<file path="src/verilog/hcd_pkg.sv">
// Purpose: Constants and carrier types for the configuration byte block
// Assumes: 128 configuration bytes, SFR window at 93/94
// Notes:   Erased flash reads all ones
package hcd_pkg;
	localparam logic [7:0] SFR_CFG_ADDR     = 8'h93;
	localparam logic [7:0] SFR_CFG_DATA     = 8'h94;
	localparam logic [6:0] CFG_SUPPLY_PORT  = 7'h7E;
	localparam logic [6:0] CFG_BOOT_WDOG    = 7'h7F;
	localparam int         CFG_BYTES        = 128;
	localparam logic [7:0] ERASED_BYTE      = 8'hFF;
	localparam logic [7:0] SFR_RESET_VALUE  = 8'h00;
	localparam int         BIT_SECURITY     = 7;
	localparam int         BIT_BOOT_ROM     = 4;
	localparam int         BIT_WDOG_RESET   = 3;
	localparam int         LSB_FLASH_SIZE   = 0;
	localparam int         LSB_DIG_LEVEL    = 6;
	localparam int         LSB_ANA_LEVEL    = 4;
	localparam int         BIT_ANA_DISABLE  = 3;
	localparam int         BIT_DIG_DISABLE  = 2;
	localparam int         BIT_PORT0_GPIO   = 1;
	localparam int         BIT_PORT23_GPIO  = 0;
	localparam logic [6:0] LOAD_LAST        = 7'h7F;

	typedef enum logic [1:0]
	{
		HCD_LVL_4V5,
		HCD_LVL_4V2,
		HCD_LVL_2V7,
		HCD_LVL_2V5
	} hcd_level_e;

	typedef struct packed
	{
		logic       boot_rom_enable;
		logic       watchdog_reset_enable;
		logic [2:0] data_flash_size_sel;
		hcd_level_e digital_brownout_level;
		hcd_level_e analog_brownout_level;
		logic       analog_brownout_disable;
		logic       digital_brownout_disable;
		logic       port0_gpio_select;
		logic       port23_gpio_select;
		logic       security_access_bit;
	} hcd_ctrl_s;

	typedef struct packed
	{
		logic       ext_mem_port0;
		logic       ext_mem_port2;
		logic       port3_strobes;
		logic       flash_size_reserved;
		logic       data_flash_none;
	} hcd_port_s;
endpackage

</file>
<file path="src/verilog/hcd_top.sv">
// Purpose: Configuration byte access and decode into device controls
// Assumes: Programming mode and mass erase come from the flash controller
// Notes:   Controls hold the erased value in reset, then load from the store in the boot load
//
// Contract
// - Byte 7F bit 4 enables the 2 kB boot ROM; one is default.
// - Byte 7F bit 3 enables watchdog timeout reset; one is default.
// - Byte 7F bits 2-0 select data flash size; 000 reserved, 111 none.
// - Byte 7E bits 7-6 select digital brownout level, 11 is 2.5 V.
// - Byte 7E bits 5-4 select analog brownout level, same encoding.
// - Byte 7E bit 3 set disables analog brownout detection.
// - Byte 7E bit 2 set disables digital brownout detection.
// - Byte 7E bit 1 zero puts port 0 on the memory bus, strobes on P3.
// - Byte 7E bit 0 zero puts port 2 on the memory bus, strobes on P3.
// - Brownout and watchdog fields change only in programming modes; mass erase sets them to ones in any mode.
// - Byte 7E is reached only through the address and data registers.
// - 128 bytes via SFR 93 and 94; writes only in programming mode.
// - Security bit blocks all changes except mass erase.
module hcd_top (
	input  wire logic             mclk_i,
	input  wire logic             resetn_i,
	input  wire logic             prog_mode_i,
	input  wire logic             mass_erase_i,
	input  wire logic             sfr_wr_i,
	input  wire logic             sfr_rd_i,
	input  wire logic [7:0]       sfr_addr_i,
	input  wire logic [7:0]       sfr_wdata_i,
	output logic      [7:0]       sfr_rdata_o,
	output logic                  cfg_ready_o,
	output hcd_pkg::hcd_ctrl_s    ctrl_o,
	output hcd_pkg::hcd_port_s    port_o
);
	typedef enum logic [1:0]
	{
		LD_IDLE,
		LD_ADDR,
		LD_WAIT,
		LD_DONE
	} hcd_load_e;

	logic                rst_sync1_ff;
	logic                rst_sync2_ff;
	logic                rstn;
	logic                prog_sync1_ff;
	logic                prog_sync2_ff;
	logic                erase_sync1_ff;
	logic                erase_sync2_ff;
	logic [7:0]          addr_ff;
	logic [7:0]          nxt_addr;
	logic [7:0]          data_ff;
	logic [7:0]          nxt_data;
	logic [7:0]          byte_boot_ff;
	logic [7:0]          nxt_byte_boot;
	logic [7:0]          byte_supply_ff;
	logic [7:0]          nxt_byte_supply;
	hcd_load_e           state_ff;
	hcd_load_e           nxt_state;
	logic                rd_pend_ff;
	logic                nxt_rd_pend;
	logic                boot_phase_ff;
	logic                nxt_boot_phase;
	logic                mem_wr;
	logic [6:0]          mem_raddr;
	logic [7:0]          mem_rdata;
	logic                sel_addr;
	logic                sel_data;
	logic                locked;

	always_ff @(posedge mclk_i or negedge resetn_i)
	begin
		if (!resetn_i)
		begin
			rst_sync1_ff <= 1'b0;
			rst_sync2_ff <= 1'b0;
		end
		else
		begin
			rst_sync1_ff <= 1'b1;
			rst_sync2_ff <= rst_sync1_ff;
		end
	end
	assign rstn = rst_sync2_ff;

	always_ff @(posedge mclk_i or negedge rstn)
	begin
		if (!rstn)
		begin
			prog_sync1_ff  <= 1'b0;
			prog_sync2_ff  <= 1'b0;
			erase_sync1_ff <= 1'b0;
			erase_sync2_ff <= 1'b0;
		end
		else
		begin
			prog_sync1_ff  <= prog_mode_i;
			prog_sync2_ff  <= prog_sync1_ff;
			erase_sync1_ff <= mass_erase_i;
			erase_sync2_ff <= erase_sync1_ff;
		end
	end

	function automatic logic sfr_hit(input logic [7:0] a, input logic [7:0] target);
		sfr_hit = (a == target);
	endfunction

	assign sel_addr = sfr_hit(sfr_addr_i, hcd_pkg::SFR_CFG_ADDR);
	assign sel_data = sfr_hit(sfr_addr_i, hcd_pkg::SFR_CFG_DATA);
	assign locked   = !byte_boot_ff[hcd_pkg::BIT_SECURITY];
	// Store writes only in programming mode, never while secured
	assign mem_wr   = sfr_wr_i && sel_data && prog_sync2_ff && !locked
		&& !erase_sync2_ff && state_ff == LD_DONE;
	assign mem_raddr = (state_ff == LD_DONE) ? addr_ff[6:0] : hcd_pkg::CFG_SUPPLY_PORT;

	hcd_cfg_mem #(
		.DEPTH(hcd_pkg::CFG_BYTES)
	) hcd_cfg_mem_i (
		.mclk_i    (mclk_i),
		.wr_en_i   (mem_wr),
		.wr_addr_i (addr_ff[6:0]),
		.wr_data_i (sfr_wdata_i),
		.erase_i   (erase_sync2_ff),
		.rd_addr_i (state_ff == LD_WAIT ? hcd_pkg::CFG_BOOT_WDOG : mem_raddr),
		.rd_data_o (mem_rdata)
	);

	always_comb
	begin
		nxt_state       = state_ff;
		nxt_byte_boot   = byte_boot_ff;
		nxt_byte_supply = byte_supply_ff;
		nxt_addr        = addr_ff;
		nxt_data        = data_ff;
		nxt_rd_pend     = 1'b0;
		unique case (state_ff)
			LD_IDLE:
				nxt_state = LD_ADDR;
			LD_ADDR:
				nxt_state = LD_WAIT;
			LD_WAIT:
			begin
				nxt_byte_supply = mem_rdata;
				nxt_state       = LD_DONE;
			end
			LD_DONE:
				nxt_state = LD_DONE;
		endcase
		// Boot byte arrives from the store one cycle after the supply byte
		nxt_boot_phase = (state_ff == LD_WAIT);
		if (boot_phase_ff)
			nxt_byte_boot = mem_rdata;
		if (state_ff == LD_DONE)
		begin
			if (sfr_wr_i && sel_addr)
				nxt_addr = {1'b0, sfr_wdata_i[6:0]};
			if (sfr_wr_i && sel_data)
				nxt_data = sfr_wdata_i;
			if (sfr_rd_i && sel_data)
				nxt_rd_pend = 1'b1;
			if (rd_pend_ff)
				nxt_data = mem_rdata;
		end
		if (state_ff == LD_DONE && erase_sync2_ff)
			nxt_state = LD_IDLE;
	end

	always_ff @(posedge mclk_i or negedge rstn)
	begin
		if (!rstn)
		begin
			state_ff       <= LD_IDLE;
			byte_supply_ff <= hcd_pkg::ERASED_BYTE;
			byte_boot_ff   <= hcd_pkg::ERASED_BYTE;
			boot_phase_ff  <= 1'b0;
			addr_ff        <= hcd_pkg::SFR_RESET_VALUE;
			data_ff        <= hcd_pkg::SFR_RESET_VALUE;
			rd_pend_ff     <= 1'b0;
		end
		else
		begin
			state_ff       <= nxt_state;
			byte_supply_ff <= nxt_byte_supply;
			byte_boot_ff   <= nxt_byte_boot;
			boot_phase_ff  <= nxt_boot_phase;
			addr_ff        <= nxt_addr;
			data_ff        <= nxt_data;
			rd_pend_ff     <= nxt_rd_pend;
		end
	end

	assign cfg_ready_o = (state_ff == LD_DONE) && !boot_phase_ff;
	assign sfr_rdata_o = data_ff;

	always_comb
	begin
		ctrl_o.boot_rom_enable          = byte_boot_ff[hcd_pkg::BIT_BOOT_ROM];
		ctrl_o.watchdog_reset_enable    = byte_boot_ff[hcd_pkg::BIT_WDOG_RESET];
		ctrl_o.data_flash_size_sel      = byte_boot_ff[hcd_pkg::LSB_FLASH_SIZE +: 3];
		ctrl_o.digital_brownout_level   =
			hcd_pkg::hcd_level_e'(byte_supply_ff[hcd_pkg::LSB_DIG_LEVEL +: 2]);
		ctrl_o.analog_brownout_level    =
			hcd_pkg::hcd_level_e'(byte_supply_ff[hcd_pkg::LSB_ANA_LEVEL +: 2]);
		ctrl_o.analog_brownout_disable  = byte_supply_ff[hcd_pkg::BIT_ANA_DISABLE];
		ctrl_o.digital_brownout_disable = byte_supply_ff[hcd_pkg::BIT_DIG_DISABLE];
		ctrl_o.port0_gpio_select        = byte_supply_ff[hcd_pkg::BIT_PORT0_GPIO];
		ctrl_o.port23_gpio_select       = byte_supply_ff[hcd_pkg::BIT_PORT23_GPIO];
		ctrl_o.security_access_bit      = byte_boot_ff[hcd_pkg::BIT_SECURITY];
		port_o.ext_mem_port0            = !byte_supply_ff[hcd_pkg::BIT_PORT0_GPIO];
		port_o.ext_mem_port2            = !byte_supply_ff[hcd_pkg::BIT_PORT23_GPIO];
		port_o.port3_strobes            = !byte_supply_ff[hcd_pkg::BIT_PORT0_GPIO]
			|| !byte_supply_ff[hcd_pkg::BIT_PORT23_GPIO];
		port_o.flash_size_reserved      = (byte_boot_ff[2:0] == 3'h0);
		port_o.data_flash_none          = (byte_boot_ff[2:0] == 3'h7);
	end
endmodule

</file>
<file path="src/verilog/hcd_cfg_mem.sv">
// Purpose: Nonvolatile store for the 128 configuration bytes
// Assumes: One read and one write per cycle, registered read data
// Notes:   Contents model erased flash until written
module hcd_cfg_mem #(
	parameter int DEPTH = 128
) (
	input  wire logic       mclk_i,
	input  wire logic       wr_en_i,
	input  wire logic [6:0] wr_addr_i,
	input  wire logic [7:0] wr_data_i,
	input  wire logic       erase_i,
	input  wire logic [6:0] rd_addr_i,
	output logic      [7:0] rd_data_o
);
	// Erased contents at power-up and on erase_i; no reset touches the store
	logic [7:0] mem_ff [DEPTH] = '{default: hcd_pkg::ERASED_BYTE};
	logic [7:0] rd_data_ff;

	always_ff @(posedge mclk_i)
	begin
		for (int i = 0; i < DEPTH; i++)
		begin
			if (erase_i)
				mem_ff[i] <= hcd_pkg::ERASED_BYTE;
			else if (wr_en_i && wr_addr_i == 7'(i))
				mem_ff[i] <= wr_data_i;
		end
		rd_data_ff <= mem_ff[rd_addr_i];
	end

	assign rd_data_o = rd_data_ff;
endmodule

</file>
<file path="config.mk">
export PLATFORM = sky130hd
export DESIGN_NAME = hcd_top
export DESIGN_NICKNAME = d
export VERILOG_FILES = /design/src/verilog/hcd_pkg.sv /design/src/verilog/hcd_top.sv /design/src/verilog/hcd_cfg_mem.sv
export SDC_FILE = /design/constraint.sdc
export NUM_CORES = 2
export LEC_CHECK = 0
export BUFFER_PORTS_ARGS = -buffer_cell sky130_fd_sc_hd__clkbuf_2
export CAP_MARGIN = 40
export CORE_AREA = 3 3 383 385
export CTS_CLUSTER_SIZE = 12
export DETAILED_ROUTE_END_ITERATION = 10
export DIE_AREA = 0 0 386 388
export PLACE_DENSITY = 0.59
export SYNTH_ARGS = -nofsm -noshare
export SYNTH_HDL_FRONTEND = slang
export SYNTH_SLANG_ARGS = --single-unit
</file>
<file path="constraint.sdc">
create_clock -name mclk_i -period 1.3 [get_ports mclk_i]
set_input_delay 0.065 -clock mclk_i [delete_from_list [all_inputs] [get_ports mclk_i]]
set_output_delay 0.065 -clock mclk_i [all_outputs]
set_load 0.02 [all_outputs]
</file>
==> results.toml <==
[drt]
drtAntennaViolNets = 0
drt-initial-drc-count = 3903
finalWirelength_um = 163000
drt_drc_violations_left = 0
vias_per_cell = 5.69
num_vias = 36380
dr.pass1.iters = 5
wl_per_cell_um = 25.5

[sta]
fmax_ghz = 0.354
setup_tns_ps = -2812660
setup_viol = 2109
slew_viol_final = 0
slew-limit-headroom_pct = 35.4
grt_setup_unrepaired = "true"
whs_ps = 139
period_needed_ps = 2820
skew_ps = 22.6
period_share_pct = 217
tightest_slew_ps = 969
layout_setup_ws_ps = -1520
hold_viol_final = 0

[grt]
overflow = 0
grt_pass1_wl_um = 239000
grt_pass1_vias = 35592
grt_usage_pct = 21.2
antenna_found_initial = 4
grt_max_degree = 93

[setup_path]
worst-endpoint-required_ps = 1780
worstSetupEndpointType = "register"
crit_type = "reg2reg"
crit_fanout = 4
cp_data_arrival_time_ps = 3300
critPathLaunchType = "register"

[place]
dp_cells = 6112
dp_hpwl_um = 106000
io_buffers = 49
gp_congestion = 0.928

[final_layout]
finalNonFillerCells = 6398
diodes = 0
final_util_pct = 44.7
drive_above_1_share_pct = 33.6
nets = 4427
areaGrowthSynthToFinish_pct = 27.7

[yosys]
syn_area_sq_mm = 0.0502
synth_top_family_by_area = "simple AND/OR/NAND/NOR gates"
synthArstFlopShare_pct = 3.64
ys_ff_latch = 1071
yosysWarningCount = 0
yosys.area_share.xor_xnor_pct = 0
ys.flop_type = "edfxtp_1"
synth_compound_area_share_pct = 10.3
synth_top_area_share_pct = 61.3
syn_inst = 4008
synth_area_per_cell_sq_um = 12.5
synth_edf_count = 1024
ys_seq_area_share_pct = 63.6
synthSimpleGateAreaFrac_pct = 16.7
synth_top_cell_by_area = "edfxtp_1"
synthAdderAreaFrac_pct = 0
syn_nets = 4030
synth_mux_area_share_pct = 5.57
synth.area.top_cells = "edfxtp_1 (61%), or3_1 (9.8%), mux2i_1 (3.4%)"
yosysUniqueCellTypes = 70

[clock_network]
cts.clk_slew.worst_paths_ps = 60
cts_tree = "yes"
htreeDepth = 3
cts.sinks = 1071
cts-buffers-inserted = 114
clock_path_buffers = 3
root_buffer = "clkbuf_16"
clock_latency_ps = 730

[power]
p_total_mw = 93.5
power_density_mw_per_mm2 = 1460
peakVddDrop_mv = 1.57
power.leakage_nw = 17.7

[run_status]
outcome = "finished with violations"
violations = "negative setup slack"

[floorplan]
rows = 139
start_util_pct = 35.0
ios = 50
die_area_sq_mm = 0.150
die_w_um = 386
die_y_um = 388
coreArea_sq_mm = 0.143

[flow_run]
cap_violations = 0

[min_path]
min_path_type = "in2reg"
==> critical path, stage by stage (launching register included) <==
cell,delay (ps)
dfstp_2,520
nand2_1,40
nor2_1,80
nand4_1,290
buf_4,270
or3_4,390
nor3b_4,220
buf_4,160
buf_12,150
nand2_4,80
buf_6,140
or2_4,210
==> worst paths after layout <==
kind,start,slack [ps],endpoint,cells past startpoint
max,byte_boot_ff[7]$_DFFE_PN1P_,-1520,hcd_cfg_mem_i.mem_ff[1][3]$_SDFFCE_PN1P_,11
min,sfr_addr_i[6],140,addr_ff[4]$_DFFE_PN0P_,7
max reg2reg,byte_boot_ff[7]$_DFFE_PN1P_,-1520,hcd_cfg_mem_i.mem_ff[1][3]$_SDFFCE_PN1P_,11
min reg2reg,rst_sync2_ff$_DFF_PN0_,230,sfr_rdata_o[4]$_DFFE_PN0P_,1
max in group asynchronous,rst_sync2_ff$_DFF_PN0_,800,byte_boot_ff[7]$_DFFE_PN1P_,1
min in group asynchronous,resetn_i,200,rst_sync1_ff$_DFF_PN0_,3
==> layout make-up <==
type                       instances  area [sq um]
clock inverter                    55           368
multi-input combinational       2463         18500
sequential                      1071         31900
inverter                           4          15.0
fill                           12822         79400
clock buffer                     151          3100
timing repair buffer             751          7830
tap                             1903          2380
==> power by group <==
group	internal, mW	total (mW)	switching [mW]
Sequential	38.3	38.8	0.522
Combinational	9.40	23.8	14.4
Clock	17.2	30.9	13.6
==> through the flow <==
step           cell area, sq um  worst slack, ps
2_1_floorplan             51000            -1090
3_5_place_dp              57900            -1920
6_report                  64100            -1520
4_1_cts                   63200            -1480
3_3_place_gp              57900            -1920
5_1_grt                   64100            -1560
==> synth_stat cells (23+ instances only) <==
master,number
edfxtp_1,1024
or3_1,783
clkbuf_1,389
or2_2,256
o22ai_1,182
mux2i_1,170
a21oi_1,155
nand2_1,130
o21ai_0,111
mux2_2,97
o21bai_1,95
o221ai_1,84
nor2_1,79
buf_2,42
nand2b_1,37
nand3_1,29
a221oi_1,27
dfrtp_1,25
buf_1,23
==> layout by cell type, fill, tap and decap left out, types with 41 or more instances in the layout <==
master,netlist,routed
buf_6,5,51
edfxtp_1,1024,1024
or2_4,0,89
buf_12,0,140
a21oi_1,155,132
o21bai_4,0,57
or3_1,783,779
nor2_1,79,75
mux2_2,97,97
nand2_1,130,83
o221ai_1,84,83
clkbuf_2,0,41
clkbuf_16,0,122
mux2i_1,170,170
or2_2,256,167
buf_4,6,478
o22ai_1,182,167
o21ai_0,111,85
==> cell families after synthesis <==
| family | Yosys count |
|---|---|
| flops | 1071 |
| compound gates | 780 |
| simple gates | 1409 |
| mux | 267 |
| other cells | 1 |
| buf+inv | 480 |
==> sequential cells by signal, indices dropped and copies added (netlist names) <==
| register | flops |
|---|---|
| hcd_cfg_mem_i.mem_ff | 1024 |
| byte_supply_ff | 8 |
| hcd_cfg_mem_i.rd_data_o | 8 |
| sfr_rdata_o | 8 |
| addr_ff | 7 |
| byte_boot_ff | 6 |
| state_ff | 2 |
| boot_phase_ff | 1 |
| erase_sync1_ff | 1 |
| erase_sync2_ff | 1 |
| prog_sync1_ff | 1 |
| prog_sync2_ff | 1 |
| rd_pend_ff | 1 |
| rst_sync1_ff | 1 |
| rst_sync2_ff | 1 |
==> layer usage <==
layer | share of wire (%) | wire length [um] | global-route usage [%] | up-vias
li1 | - | - | - | 16190
met1 | 42 | 67700 | 29.3 | 18295
met2 | 47 | 76100 | 33.9 | 1621
met3 | 8.4 | 13700 | 3.68 | 272
met4 | 3.3 | 5380 | 7.05 | 2
met5 | 0.0080 | 13 | 0 | -
==> timing repair <==
item / CTS / global route
setup endpoints to repair: 2110 / 2109
pin swaps: 64 / 13
hold endpoints to repair: 197 / 0
hold buffers: 21 / 0
buffers inserted: 35 / 9
cloned: 9 / 10
gates resized for setup: 266 / 156
Power figures use the tool's default switching activity.
